`config.mk`:
```
export PLATFORM = sky130hd
export DESIGN_NAME = mpd_decoder
export DESIGN_NICKNAME = d
export VERILOG_FILES = /design/src/pkg/mpd_pkg.sv /design/src/design/mpd_clock_table.sv /design/src/design/mpd_decoder.sv
export VERILOG_INCLUDE_DIRS = /design/src /design/src/pkg
export SDC_FILE = /design/constraint.sdc
export NUM_CORES = 1
export LEC_CHECK = 0
export BUFFER_PORTS_ARGS = -buffer_cell sky130_fd_sc_hd__buf_2
export CAP_MARGIN = 10
export CORE_MARGIN = 1
export CORE_UTILIZATION = 55
export CTS_CLUSTER_SIZE = 8
export DETAILED_ROUTE_END_ITERATION = 12
export GPL_TIMING_DRIVEN = 0
export PLACE_DENSITY = 0.81
export SLEW_MARGIN = 20
export SYNTH_ARGS = -nofsm -noshare
export SYNTH_HDL_FRONTEND = slang
export SYNTH_SLANG_ARGS = --single-unit
```
`constraint.sdc`:
```
create_clock -name mclk_in -period 3.5 [get_ports mclk_in]
set_clock_uncertainty 0.2 [all_clocks]
set_input_delay 0.525 -clock mclk_in [delete_from_list [all_inputs] [get_ports mclk_in]]
set_output_delay 0.525 -clock mclk_in [all_outputs]
set_load 0.01 [all_outputs]
```
`src/pkg/mpd_params.svh`:
```
// Purpose: Constants for the move/push opcode decoder
// Assumes: Byte-wide instruction stream, one byte per accepted beat
// Notes: Clock counts are per form, register source / memory source
`ifndef MPD_PARAMS_SVH
`define MPD_PARAMS_SVH

// Opcode patterns
`define MPD_OP_TO_SEG 8'h8E
`define MPD_OP_FROM_SEG 8'h8C
`define MPD_OP_ESCAPE 8'h0F
`define MPD_OP_SX_BASE 7'h5F
`define MPD_OP_ZX_BASE 7'h5B
`define MPD_OP_PUSH_RM 8'hFF
`define MPD_PUSH_RM_FIELD 3'h6
`define MPD_OP_PUSH_REG_HI 5'h0A
`define MPD_MOD_REG 2'h3

// Clock counts: column A, column B
`define MPD_CLK_TO_SEG_A_REG 5'h02
`define MPD_CLK_TO_SEG_A_MEM 5'h05
`define MPD_CLK_TO_SEG_B_REG 5'h12
`define MPD_CLK_TO_SEG_B_MEM 5'h13
`define MPD_CLK_FROM_SEG 5'h02
`define MPD_CLK_EXT_REG 5'h03
`define MPD_CLK_EXT_MEM 5'h06
`define MPD_CLK_PUSH_RM 5'h05
`define MPD_CLK_PUSH_REG 5'h02

`endif

```
`src/pkg/mpd_pkg.sv`:
```
// Purpose: Types shared by the move/push opcode decoder
// Assumes: Included constants header defines the encodings
// Notes: Form codes are one-hot, except MPD_FORM_NONE which is zero
`default_nettype none
package mpd_pkg;

  // Recognised instruction forms
  typedef enum logic [6:0] {
    MPD_FORM_NONE = 7'h00,
    MPD_FORM_TO_SEG = 7'h01,
    MPD_FORM_FROM_SEG = 7'h02,
    MPD_FORM_SX = 7'h04,
    MPD_FORM_ZX = 7'h08,
    MPD_FORM_PUSH_RM = 7'h10,
    MPD_FORM_PUSH_REG = 7'h20,
    MPD_FORM_OTHER = 7'h40
  } mpd_form_t;

  // Decoded result handed to the execution side
  typedef struct packed {
    mpd_form_t form;
    logic [1:0] mod_field;
    logic [2:0] reg_field;
    logic [2:0] rm_field;
    logic src_word;
    logic mem_src;
    logic [4:0] clocks_a;
    logic [4:0] clocks_b;
  } mpd_result_t;

  // Passed-through sequence for other decode logic
  typedef struct packed {
    logic [7:0] byte0;
    logic [7:0] byte1;
    logic two_bytes;
  } mpd_pass_t;

endpackage
`default_nettype wire

```
`src/design/mpd_clock_table.sv`:
```
// Purpose: Clock count lookup for each decoded form
// Assumes: Form and source kind are already known
// Notes: Purely combinational
`timescale 1ns/1ps
`default_nettype none
`include "mpd_params.svh"

module mpd_clock_table
  import mpd_pkg::*;
(
  input wire mpd_pkg::mpd_form_t form_in,
  input wire logic mem_src_in,
  output logic [4:0] clocks_a_out,
  output logic [4:0] clocks_b_out
);
  import mpd_pkg::*;

  // Pick counts; forms outside this subset report zero
  always_comb begin
    clocks_a_out = 5'h00;
    clocks_b_out = 5'h00;
    case (form_in)
      MPD_FORM_TO_SEG: begin
        clocks_a_out = mem_src_in ? `MPD_CLK_TO_SEG_A_MEM
                                  : `MPD_CLK_TO_SEG_A_REG;
        clocks_b_out = mem_src_in ? `MPD_CLK_TO_SEG_B_MEM
                                  : `MPD_CLK_TO_SEG_B_REG;
      end
      MPD_FORM_FROM_SEG: begin
        clocks_a_out = `MPD_CLK_FROM_SEG;
        clocks_b_out = `MPD_CLK_FROM_SEG;
      end
      MPD_FORM_SX, MPD_FORM_ZX: begin
        clocks_a_out = mem_src_in ? `MPD_CLK_EXT_MEM
                                  : `MPD_CLK_EXT_REG;
        clocks_b_out = clocks_a_out;
      end
      MPD_FORM_PUSH_RM: begin
        clocks_a_out = `MPD_CLK_PUSH_RM;
        clocks_b_out = `MPD_CLK_PUSH_RM;
      end
      MPD_FORM_PUSH_REG: begin
        clocks_a_out = `MPD_CLK_PUSH_REG;
        clocks_b_out = `MPD_CLK_PUSH_REG;
      end
      default: begin
        clocks_a_out = 5'h00;
        clocks_b_out = 5'h00;
      end
    endcase
  end

endmodule
`default_nettype wire

```
`src/design/mpd_decoder.sv`:
```
// Purpose: Byte-serial decoder for segment moves, extending moves, pushes
// Assumes: Fetch side presents one byte per valid/ready handshake
// Notes: Result and pass-through words are registered and hold; their valid flags are one-cycle pulses
`timescale 1ns/1ps
`default_nettype none
`include "mpd_params.svh"

// Behaviour
// - Byte 8E plus addressing byte loads segment register from bits 5:3.
// - Segment load costs 2/5 clocks in one column, 18/19 in the other.
// - Byte 8C plus addressing byte stores segment register; 2 clocks both.
// - 0F then 1011111w plus addressing byte sign-extends; 3 reg, 6 mem.
// - 0F then 1011011w plus addressing byte zero-extends; 3 reg, 6 mem.
// - Byte FF with middle field 110 pushes register or memory in 5 clocks.
// - Single byte 01010rrr pushes register rrr in 2 clocks.
module mpd_decoder
  import mpd_pkg::*;
(
  input wire logic mclk_in,
  input wire logic srst_in,
  input wire logic [7:0] byte_in,
  input wire logic byte_valid_in,
  output logic byte_ready_out,
  output mpd_pkg::mpd_result_t result_out,
  output logic result_valid_out,
  output mpd_pkg::mpd_pass_t pass_out,
  output logic pass_valid_out
);
  import mpd_pkg::*;

  // ----------------------------------------
  // State
  // ----------------------------------------
  typedef enum logic [3:0] {
    ST_FIRST = 4'h1,
    ST_ESC = 4'h2,
    ST_MODRM = 4'h4,
    ST_HOLD = 4'h8
  } mpd_state_t;

  mpd_state_t state_r, state_nxt;
  mpd_form_t form_r, form_nxt;
  logic [7:0] b0_r, b0_nxt;
  logic [7:0] b1_r, b1_nxt;
  logic word_r, word_nxt;
  mpd_result_t result_r, result_nxt;
  logic result_valid_r, result_valid_nxt;
  mpd_pass_t pass_r, pass_nxt;
  logic pass_valid_r, pass_valid_nxt;
  logic take;
  logic [4:0] clk_a;
  logic [4:0] clk_b;
  mpd_form_t lookup_form;
  logic lookup_mem;

  // Addressing byte names memory unless mod is 11
  function automatic logic is_mem(input logic [7:0] modrm);
    is_mem = (modrm[7:6] != `MPD_MOD_REG);
  endfunction

  // Build a result word from a form and an addressing byte
  function automatic mpd_result_t pack_result(
    input mpd_form_t f, input logic [7:0] m, input logic w,
    input logic [4:0] ca, input logic [4:0] cb);
    mpd_result_t r;
    r = '0;
    r.form = f;
    r.mod_field = m[7:6];
    r.reg_field = m[5:3];
    r.rm_field = m[2:0];
    r.src_word = w;
    r.mem_src = is_mem(m);
    r.clocks_a = ca;
    r.clocks_b = cb;
    pack_result = r;
  endfunction

  // Ready whenever not stalled on completion; valid outputs last one cycle
  assign byte_ready_out = (state_r != ST_HOLD);
  assign take = byte_valid_in && byte_ready_out;
  assign result_out = result_r;
  assign result_valid_out = result_valid_r;
  assign pass_out = pass_r;
  assign pass_valid_out = pass_valid_r;

  // Clock counts for the form being completed this cycle
  assign lookup_form = (state_r == ST_FIRST) ? MPD_FORM_PUSH_REG : form_r;
  assign lookup_mem = is_mem(byte_in);

  mpd_clock_table u_clock_table (
    .form_in(lookup_form),
    .mem_src_in(lookup_mem),
    .clocks_a_out(clk_a),
    .clocks_b_out(clk_b)
  );

  // ----------------------------------------
  // Next-state decode
  // ----------------------------------------
  always_comb begin
    state_nxt = state_r;
    form_nxt = form_r;
    b0_nxt = b0_r;
    b1_nxt = b1_r;
    word_nxt = word_r;
    result_nxt = result_r;
    result_valid_nxt = 1'b0;
    pass_nxt = pass_r;
    pass_valid_nxt = 1'b0;
    case (state_r)
      ST_FIRST: begin
        if (take) begin
          b0_nxt = byte_in;
          word_nxt = 1'b0;
          if (byte_in == `MPD_OP_TO_SEG) begin
            form_nxt = MPD_FORM_TO_SEG;
            state_nxt = ST_MODRM;
          end else if (byte_in == `MPD_OP_FROM_SEG) begin
            form_nxt = MPD_FORM_FROM_SEG;
            state_nxt = ST_MODRM;
          end else if (byte_in == `MPD_OP_PUSH_RM) begin
            form_nxt = MPD_FORM_PUSH_RM;
            state_nxt = ST_MODRM;
          end else if (byte_in == `MPD_OP_ESCAPE) begin
            state_nxt = ST_ESC;
          end else if (byte_in[7:3] == `MPD_OP_PUSH_REG_HI) begin
            // Single byte form completes at once
            result_nxt = pack_result(MPD_FORM_PUSH_REG,
              {`MPD_MOD_REG, 3'h0, byte_in[2:0]}, 1'b1,
              clk_a, clk_b);
            result_valid_nxt = 1'b1;
            state_nxt = ST_HOLD;
          end else begin
            pass_nxt = '{byte0: byte_in, byte1: 8'h00,
                         two_bytes: 1'b0};
            pass_valid_nxt = 1'b1;
            state_nxt = ST_HOLD;
          end
        end
      end
      ST_ESC: begin
        if (take) begin
          b1_nxt = byte_in;
          word_nxt = byte_in[0];
          if (byte_in[7:1] == `MPD_OP_SX_BASE) begin
            form_nxt = MPD_FORM_SX;
            state_nxt = ST_MODRM;
          end else if (byte_in[7:1] == `MPD_OP_ZX_BASE) begin
            form_nxt = MPD_FORM_ZX;
            state_nxt = ST_MODRM;
          end else begin
            pass_nxt = '{byte0: b0_r, byte1: byte_in,
                         two_bytes: 1'b1};
            pass_valid_nxt = 1'b1;
            state_nxt = ST_HOLD;
          end
        end
      end
      ST_MODRM: begin
        if (take) begin
          if (form_r == MPD_FORM_PUSH_RM &&
              byte_in[5:3] != `MPD_PUSH_RM_FIELD) begin
            // Other FF group members belong elsewhere
            pass_nxt = '{byte0: b0_r, byte1: byte_in,
                         two_bytes: 1'b1};
            pass_valid_nxt = 1'b1;
          end else begin
            result_nxt = pack_result(form_r, byte_in, word_r,
                                     clk_a, clk_b);
            result_valid_nxt = 1'b1;
          end
          state_nxt = ST_HOLD;
        end
      end
      ST_HOLD: begin
        // One idle cycle so each output pulse is seen alone
        state_nxt = ST_FIRST;
      end
      default: begin
        state_nxt = ST_FIRST;
      end
    endcase
  end

  // Register everything
  always_ff @(posedge mclk_in) begin
    if (srst_in) begin
      state_r <= ST_FIRST;
      form_r <= MPD_FORM_NONE;
      b0_r <= 8'h00;
      b1_r <= 8'h00;
      word_r <= 1'b0;
      result_r <= '0;
      result_valid_r <= 1'b0;
      pass_r <= '0;
      pass_valid_r <= 1'b0;
    end else begin
      state_r <= state_nxt;
      form_r <= form_nxt;
      b0_r <= b0_nxt;
      b1_r <= b1_nxt;
      word_r <= word_nxt;
      result_r <= result_nxt;
      result_valid_r <= result_valid_nxt;
      pass_r <= pass_nxt;
      pass_valid_r <= pass_valid_nxt;
    end
  end

  // ----------------------------------------
  // Checks
  // ----------------------------------------
  AST_TO_SEG_DECODE: assert property (@(posedge mclk_in)
    disable iff (srst_in)
    (state_r == ST_MODRM && form_r == MPD_FORM_TO_SEG && take)
    |=> (result_valid_out && result_out.reg_field == $past(byte_in[5:3])))
    else $error("segment load not decoded");
  AST_TO_SEG_CLOCKS: assert property (@(posedge mclk_in)
    disable iff (srst_in)
    (result_valid_out && result_out.form == MPD_FORM_TO_SEG)
    |-> (result_out.mem_src ? (result_out.clocks_a == 5'h05 &&
         result_out.clocks_b == 5'h13) : (result_out.clocks_a == 5'h02 &&
         result_out.clocks_b == 5'h12)))
    else $error("segment load clocks wrong");
  AST_FROM_SEG: assert property (@(posedge mclk_in)
    disable iff (srst_in)
    (state_r == ST_FIRST && take && byte_in == 8'h8C) ##1
    (state_r == ST_MODRM && take) |=> (result_valid_out &&
    result_out.form == MPD_FORM_FROM_SEG && result_out.clocks_b == 5'h02))
    else $error("segment store wrong");
  AST_SIGN_EXT: assert property (@(posedge mclk_in)
    disable iff (srst_in)
    (result_valid_out && result_out.form == MPD_FORM_SX) |->
    (result_out.clocks_a == (result_out.mem_src ? 5'h06 : 5'h03)))
    else $error("sign extend clocks wrong");
  AST_ZERO_EXT: assert property (@(posedge mclk_in)
    disable iff (srst_in)
    (state_r == ST_ESC && take && byte_in[7:1] == 7'h5B) ##1
    (take) |=> (result_valid_out && result_out.form == MPD_FORM_ZX &&
    result_out.src_word == $past(b1_r[0])))
    else $error("zero extend not decoded");
  AST_PUSH_RM: assert property (@(posedge mclk_in)
    disable iff (srst_in)
    (result_valid_out && result_out.form == MPD_FORM_PUSH_RM) |->
    (result_out.reg_field == 3'h6 && result_out.clocks_a == 5'h05))
    else $error("push operand wrong");
  AST_PUSH_REG: assert property (@(posedge mclk_in)
    disable iff (srst_in)
    (state_r == ST_FIRST && take && byte_in[7:3] == 5'h0A) |=>
    (result_valid_out && result_out.rm_field == $past(byte_in[2:0]) &&
    result_out.clocks_a == 5'h02) ##1 !result_valid_out)
    else $error("short push wrong");
  AST_PASS_ON: assert property (@(posedge mclk_in)
    disable iff (srst_in)
    (state_r == ST_FIRST && take && byte_in == 8'h90) |=>
    (pass_valid_out && !result_valid_out && pass_out.byte0 == 8'h90))
    else $error("unknown byte not passed");

endmodule
`default_nettype wire

```
Word-level counts from Yosys, hierarchy flattened:

Cells that the tools add are included.
Widths: inputs -> output; s select.

* equality and inequality tests: 35
* muxes and demuxes: 69
* reduce and logical (&&, ||, !) cells: 13

Operators by type and width (number)
* $mux 27: 8
* $mux 17: 11
* $mux 7: 8
* $pmux 27 s2: 1
* $pmux 17 s3: 1
* $pmux 5 s4: 2
* $mux 4: 9
* $ne 2x2->1 const B: 13
* $eq 8x8->1 const B: 3
* $mux 1: 22
* $eq 7x5->1 const B: 2
* $eq 7x7->1 const B: 2
* $pmux 7 s2: 1
* $pmux 4 s3: 1
* $reduce_and 12->1: 1
* $reduce_and 9->1: 1
* $eq 8x4->1 const B: 1
* $eq 7x1->1 const B: 1
* $eq 7x2->1 const B: 1
* $eq 7x3->1 const B: 1
* $eq 7x4->1 const B: 1
* $eq 7x6->1 const B: 1
* $mux 3: 2
* $ne 3x3->1 const B: 2
* 16 further kinds: 21

* flip-flop bits (word level): 66
* input bits: 11

Longest topological paths before layout:

* depth in word-level cells: 12
* mapped depth: 9

Cells and area by module:

A second synthesis with hierarchy kept.

* cells, all modules: 358
* area total of the unflattened synthesis: 2992.9 um2

By module, submodules not included
* mpd_decoder: instances 1, cells an instance 330, area each 2801.4 um2, sequential area each 1261.2 um2
* mpd_clock_table: instances 1, cells an instance 28, area each 191.4 um2, sequential area each 0.0 um2

Worst setup path before layout:

OpenSTA, ideal clock, no wires.

* path kind: input -> register
* start: input byte_in[5]
* end: register pass_r, in the netlist pass_out[0]
* library setup time: 0.123 ns
* arrival time: 2.492 ns
* setup slack: 0.685 ns
* cell stages on the path: 8
* buffers on the path: 3
* cells stage by stage: bufbuf_16 or4b_1 or3_4 and2_4 buf_6 nand3_1 buf_6 mux2_1

* word-level cells in the longest chain between the ends: 4

RTL lines
* start: declaration: RTL line mpd_decoder.sv:21 `input wire logic [7:0] byte_in,`
* $ne 3x3->1 (no line)
* $logic_and 1x1->1 (no line)
* $ne 2x2->1 (no line)
* $reduce_and 12->1 (no line) (*)
* end signal: assignment: RTL line mpd_decoder.sv:205 `pass_r <= pass_nxt;`
* end: declaration: RTL line mpd_decoder.sv:48 `mpd_pass_t pass_r, pass_nxt;`

Mark *: on every way between the ends. The rest lies on a longest branch, timed or not.
A chain may end at the register's enable or synchronous reset.

Worst setup path in the final report:

* start: register state_r[0]
* end: register pass_r, in the netlist pass_out[0]

* word-level cells in the longest chain between the ends: 4

RTL lines
* start: declaration: RTL line mpd_decoder.sv:41 `mpd_state_t state_r, state_nxt;`
* start signal: assignment: RTL line mpd_decoder.sv:198 `state_r <= state_nxt;`
* $ne 4x4->1: RTL line mpd_decoder.sv:79 `assign byte_ready_out = (state_r != ST_HOLD);`
* $logic_and 1x1->1: RTL line mpd_decoder.sv:80 `assign take = byte_valid_in && byte_ready_out;`
* $ne 2x2->1 (no line)
* $reduce_and 12->1 (no line)

Parallel ways exist; a longest one is shown, timed or not.

==> results_dict.tcl <==
set metrics [dict create \
    grt_max_degree 11 \
    clk-insertion-delay-late_ns 0.35 \
    layout.cell_area.non_filler_um2 3500 \
    dp.final_hpwl_um 5200 \
    ys.warnings.count 0 \
    slew_viol_final 0 \
    n_antenna_cell 0 \
    final_net_count 424 \
    wire_per_inst_um 15.4 \
    coreArea_um2 5170 \
    ys_seq_area_frac 0.395 \
    clkTransAtPathRegs_ns 0.07 \
    worst_slew_pin_slew_ns 0.948 \
    setup_slack_ns 0.478 \
    boundaryPins 58 \
    maximum_fanout_along_the_worst_path 10 \
    row_count 26 \
    holdBufCountCts 0 \
    ir_worst_vdd_uv 207 \
    run_status "finished clean" \
    syn-cell-area_um2 2990 \
    power.density_cell_area_nw_per_um2 449 \
    netlist_instances 354 \
    dpl_cell_area_um2 3310 \
    synth-edff-count 0 \
    final_antenna_net_count 0 \
    yosysUniqueCellTypes 53 \
    placed_instances 472 \
    slew_headroom 0.359 \
    setup_viol 0 \
    synthFlopType "dfxtp_1" \
    critPathArrivalTime_ns 3.06 \
    maxCapViolations 0 \
    maxClockFrequency_mhz 331 \
    grt_first_pass_wirelength_um 11900 \
    post-route-min-period_ns 3.02 \
    gp_routability_congestion 0.897 \
    leakagePower_uw 0.00143 \
    clock_sink_count 59 \
    hold_depth 2 \
    hold_violations 0 \
    track_usage 0.285 \
    place.port_buffers 45 \
    detailroute.via_count 2803 \
    post-cts-setup-buffers 0 \
    die_area_um2 5740 \
    hold-worst-slack_ns 0.215 \
    cts_buffers 9 \
    setup_tns_ns 0 \
    number_of_global_route_vias_before_repair 2519 \
    cts.htree.levels 3 \
    worst-setup-path-type "flip-flop to flip-flop" \
    die_height_um 75.7 \
    grt_setup_unrepaired "no" \
    final.period_utilization 0.863 \
    area_growth_pct 16.9 \
    starting_utilization_of_the_core_area 0.578 \
    hold_class "input pin to flip-flop" \
    final.fill_count 458 \
    reg2reg_depth 8 \
    cts_tree "built" \
    postSynthRegisterBits 59 \
    detail_route.drc_violations 0 \
    drt_wl_total_um 7490 \
    synthArstFlopShare 0 \
    grt_antenna_before_repair 0 \
    cts_max_path_buffers 2 \
    finish.cell_count_without_fillers 486 \
    start_kind "flip-flop" \
    detailedPlace.worstSlack_ns 0.553 \
    multiInputGateArea_um2 1520 \
    die_w_um 75.7 \
    drt-pass1-iter-count 5 \
    grt_remaining_overflow 0 \
    endpoint_kind "flip-flop" \
    vias_per_cell 5.77 \
    cts-root-buf "clkbuf_8" \
    critPathRequiredTime_ns 3.54 \
    seq_area_um2 1180 \
    post_cts_resized 0 \
    drive_above_1_share 0.243 \
    synth_area_per_cell_um2 8.45 \
    drt_iter0_drc 301 \
]
## critical path, stage by stage (launching register included)
cell     delay [ns]
dfxtp_1        0.29
buf_2          0.15
nor4b_1        0.73
nand4_1        0.48
and2_4         0.32
buf_6          0.13
nand3_1        0.10
buf_6          0.18
mux2_1         0.32
## sequential cells by signal, indices dropped and copies added, names as in the netlist
register and cells:
b0_r 8, form_r 5, pass_out 17, pass_valid_out 1, result_out 22, result_valid_out 1
state_r 4, word_r 1
## power breakdown
part / internal, µW / switching [µW]
Combinational: 107 / 148
Sequential: 700 / 13.6
Clock: 338 / 263
Total: 1140 / 424
## cell usage in the layout (no fill, tap or decap), types with 2 or more instances in the layout
| cell type | n |
|---|---|
| dfxtp_1 | 59 |
| clkbuf_8 | 10 |
| mux2i_1 | 8 |
| buf_4 | 9 |
| nor2b_1 | 4 |
| and2b_2 | 2 |
| buf_6 | 7 |
| a21oi_1 | 34 |
| a211oi_1 | 2 |
| conb_1 | 4 |
| nand2b_1 | 12 |
| and2_1 | 2 |
| xor2_1 | 4 |
| nor2_1 | 18 |
| nand2_1 | 75 |
| a31oi_1 | 11 |
| inv_1 | 2 |
| o22ai_1 | 3 |
| nand3b_1 | 4 |
| o211ai_1 | 2 |
| clkinv_2 | 2 |
| a311oi_2 | 8 |
| a311oi_1 | 2 |
| nor3b_1 | 2 |
| buf_2 | 49 |
| nand3_1 | 16 |
| or4b_1 | 2 |
| clkbuf_1 | 15 |
| nor4_1 | 2 |
| o21ai_0 | 10 |
| nand4_1 | 3 |
| nor4b_1 | 4 |
| nor3_1 | 6 |
## layer usage
metal  global-route usage  up-vias  part of all wire
li1                     -     1347                 -
met1                0.361     1319              0.43
met2                0.443      109              0.47
met3               0.0675       28             0.064
met4                0.167        0             0.035
met5                    0        -                 0
## final cells by class
class / instances / share of cell area
clock inverters: 3 / 0.0115
flip-flops and latches: 59 / 0.338
multi-input cells: 258 / 0.434
inverters: 2 / 0.00215
clock buffers: 11 / 0.0404
well taps: 70 / 0.0251
repair buffers: 45 / 0.0644
plain buffers: 38 / 0.0845
## synthesized netlist by cell type, types with 4 or more instances
master / n / area share
a21oi_1: 34 / 0.057
nand2b_1: 12 / 0.025
nor3_1: 6 / 0.010
xor2_1: 4 / 0.012
buf_2: 4 / 0.0067
a311oi_2: 8 / 0.040
nor2_1: 18 / 0.023
nand3b_1: 4 / 0.010
o21ai_0: 10 / 0.017
buf_4: 9 / 0.023
nand3_1: 16 / 0.027
a31oi_1: 11 / 0.023
mux2i_1: 8 / 0.027
nand2_1: 75 / 0.094
nor4b_1: 4 / 0.012
nor2b_1: 4 / 0.0084
clkbuf_1: 14 / 0.018
buf_6: 7 / 0.026
dfxtp_1: 59 / 0.39
## worst paths after layout
check | start | end | slack (ns)
worst max-delay path | state_r[0]$_SDFFE_PP1P_ | pass_out[0]$_SDFFE_PP0P_ | 0.48
worst min-delay path | byte_in[1] | form_r[1]$_SDFFE_PP0P_ | 0.21
worst max register to register | state_r[0]$_SDFFE_PP1P_ | pass_out[0]$_SDFFE_PP0P_ | 0.48
worst min register to register | result_out[21]$_SDFFE_PP0P_ | result_out[21]$_SDFFE_PP0P_ | 0.25
## cells by family after synthesis
group                  count (synthesis)  share of synthesized area
multiplexers                           9                     0.0305
flip-flops                            59                      0.395
AND/OR/NAND/NOR                      161                      0.272
other                                  1                    0.00125
AO/OA/AOI/OAI                         79                      0.185
XOR/XNOR                               5                     0.0146
buffers and inverters                 40                      0.101
## metrics by stage
stage	total power, µW	utilization
final	1570	0.676
after global routing	1630	0.676
after CTS	1570	0.676
after detailed placement	979	0.641
after global placement	972	0.641
after floorplan	917	-
Note: power is estimated with default switching activity, not from simulation.
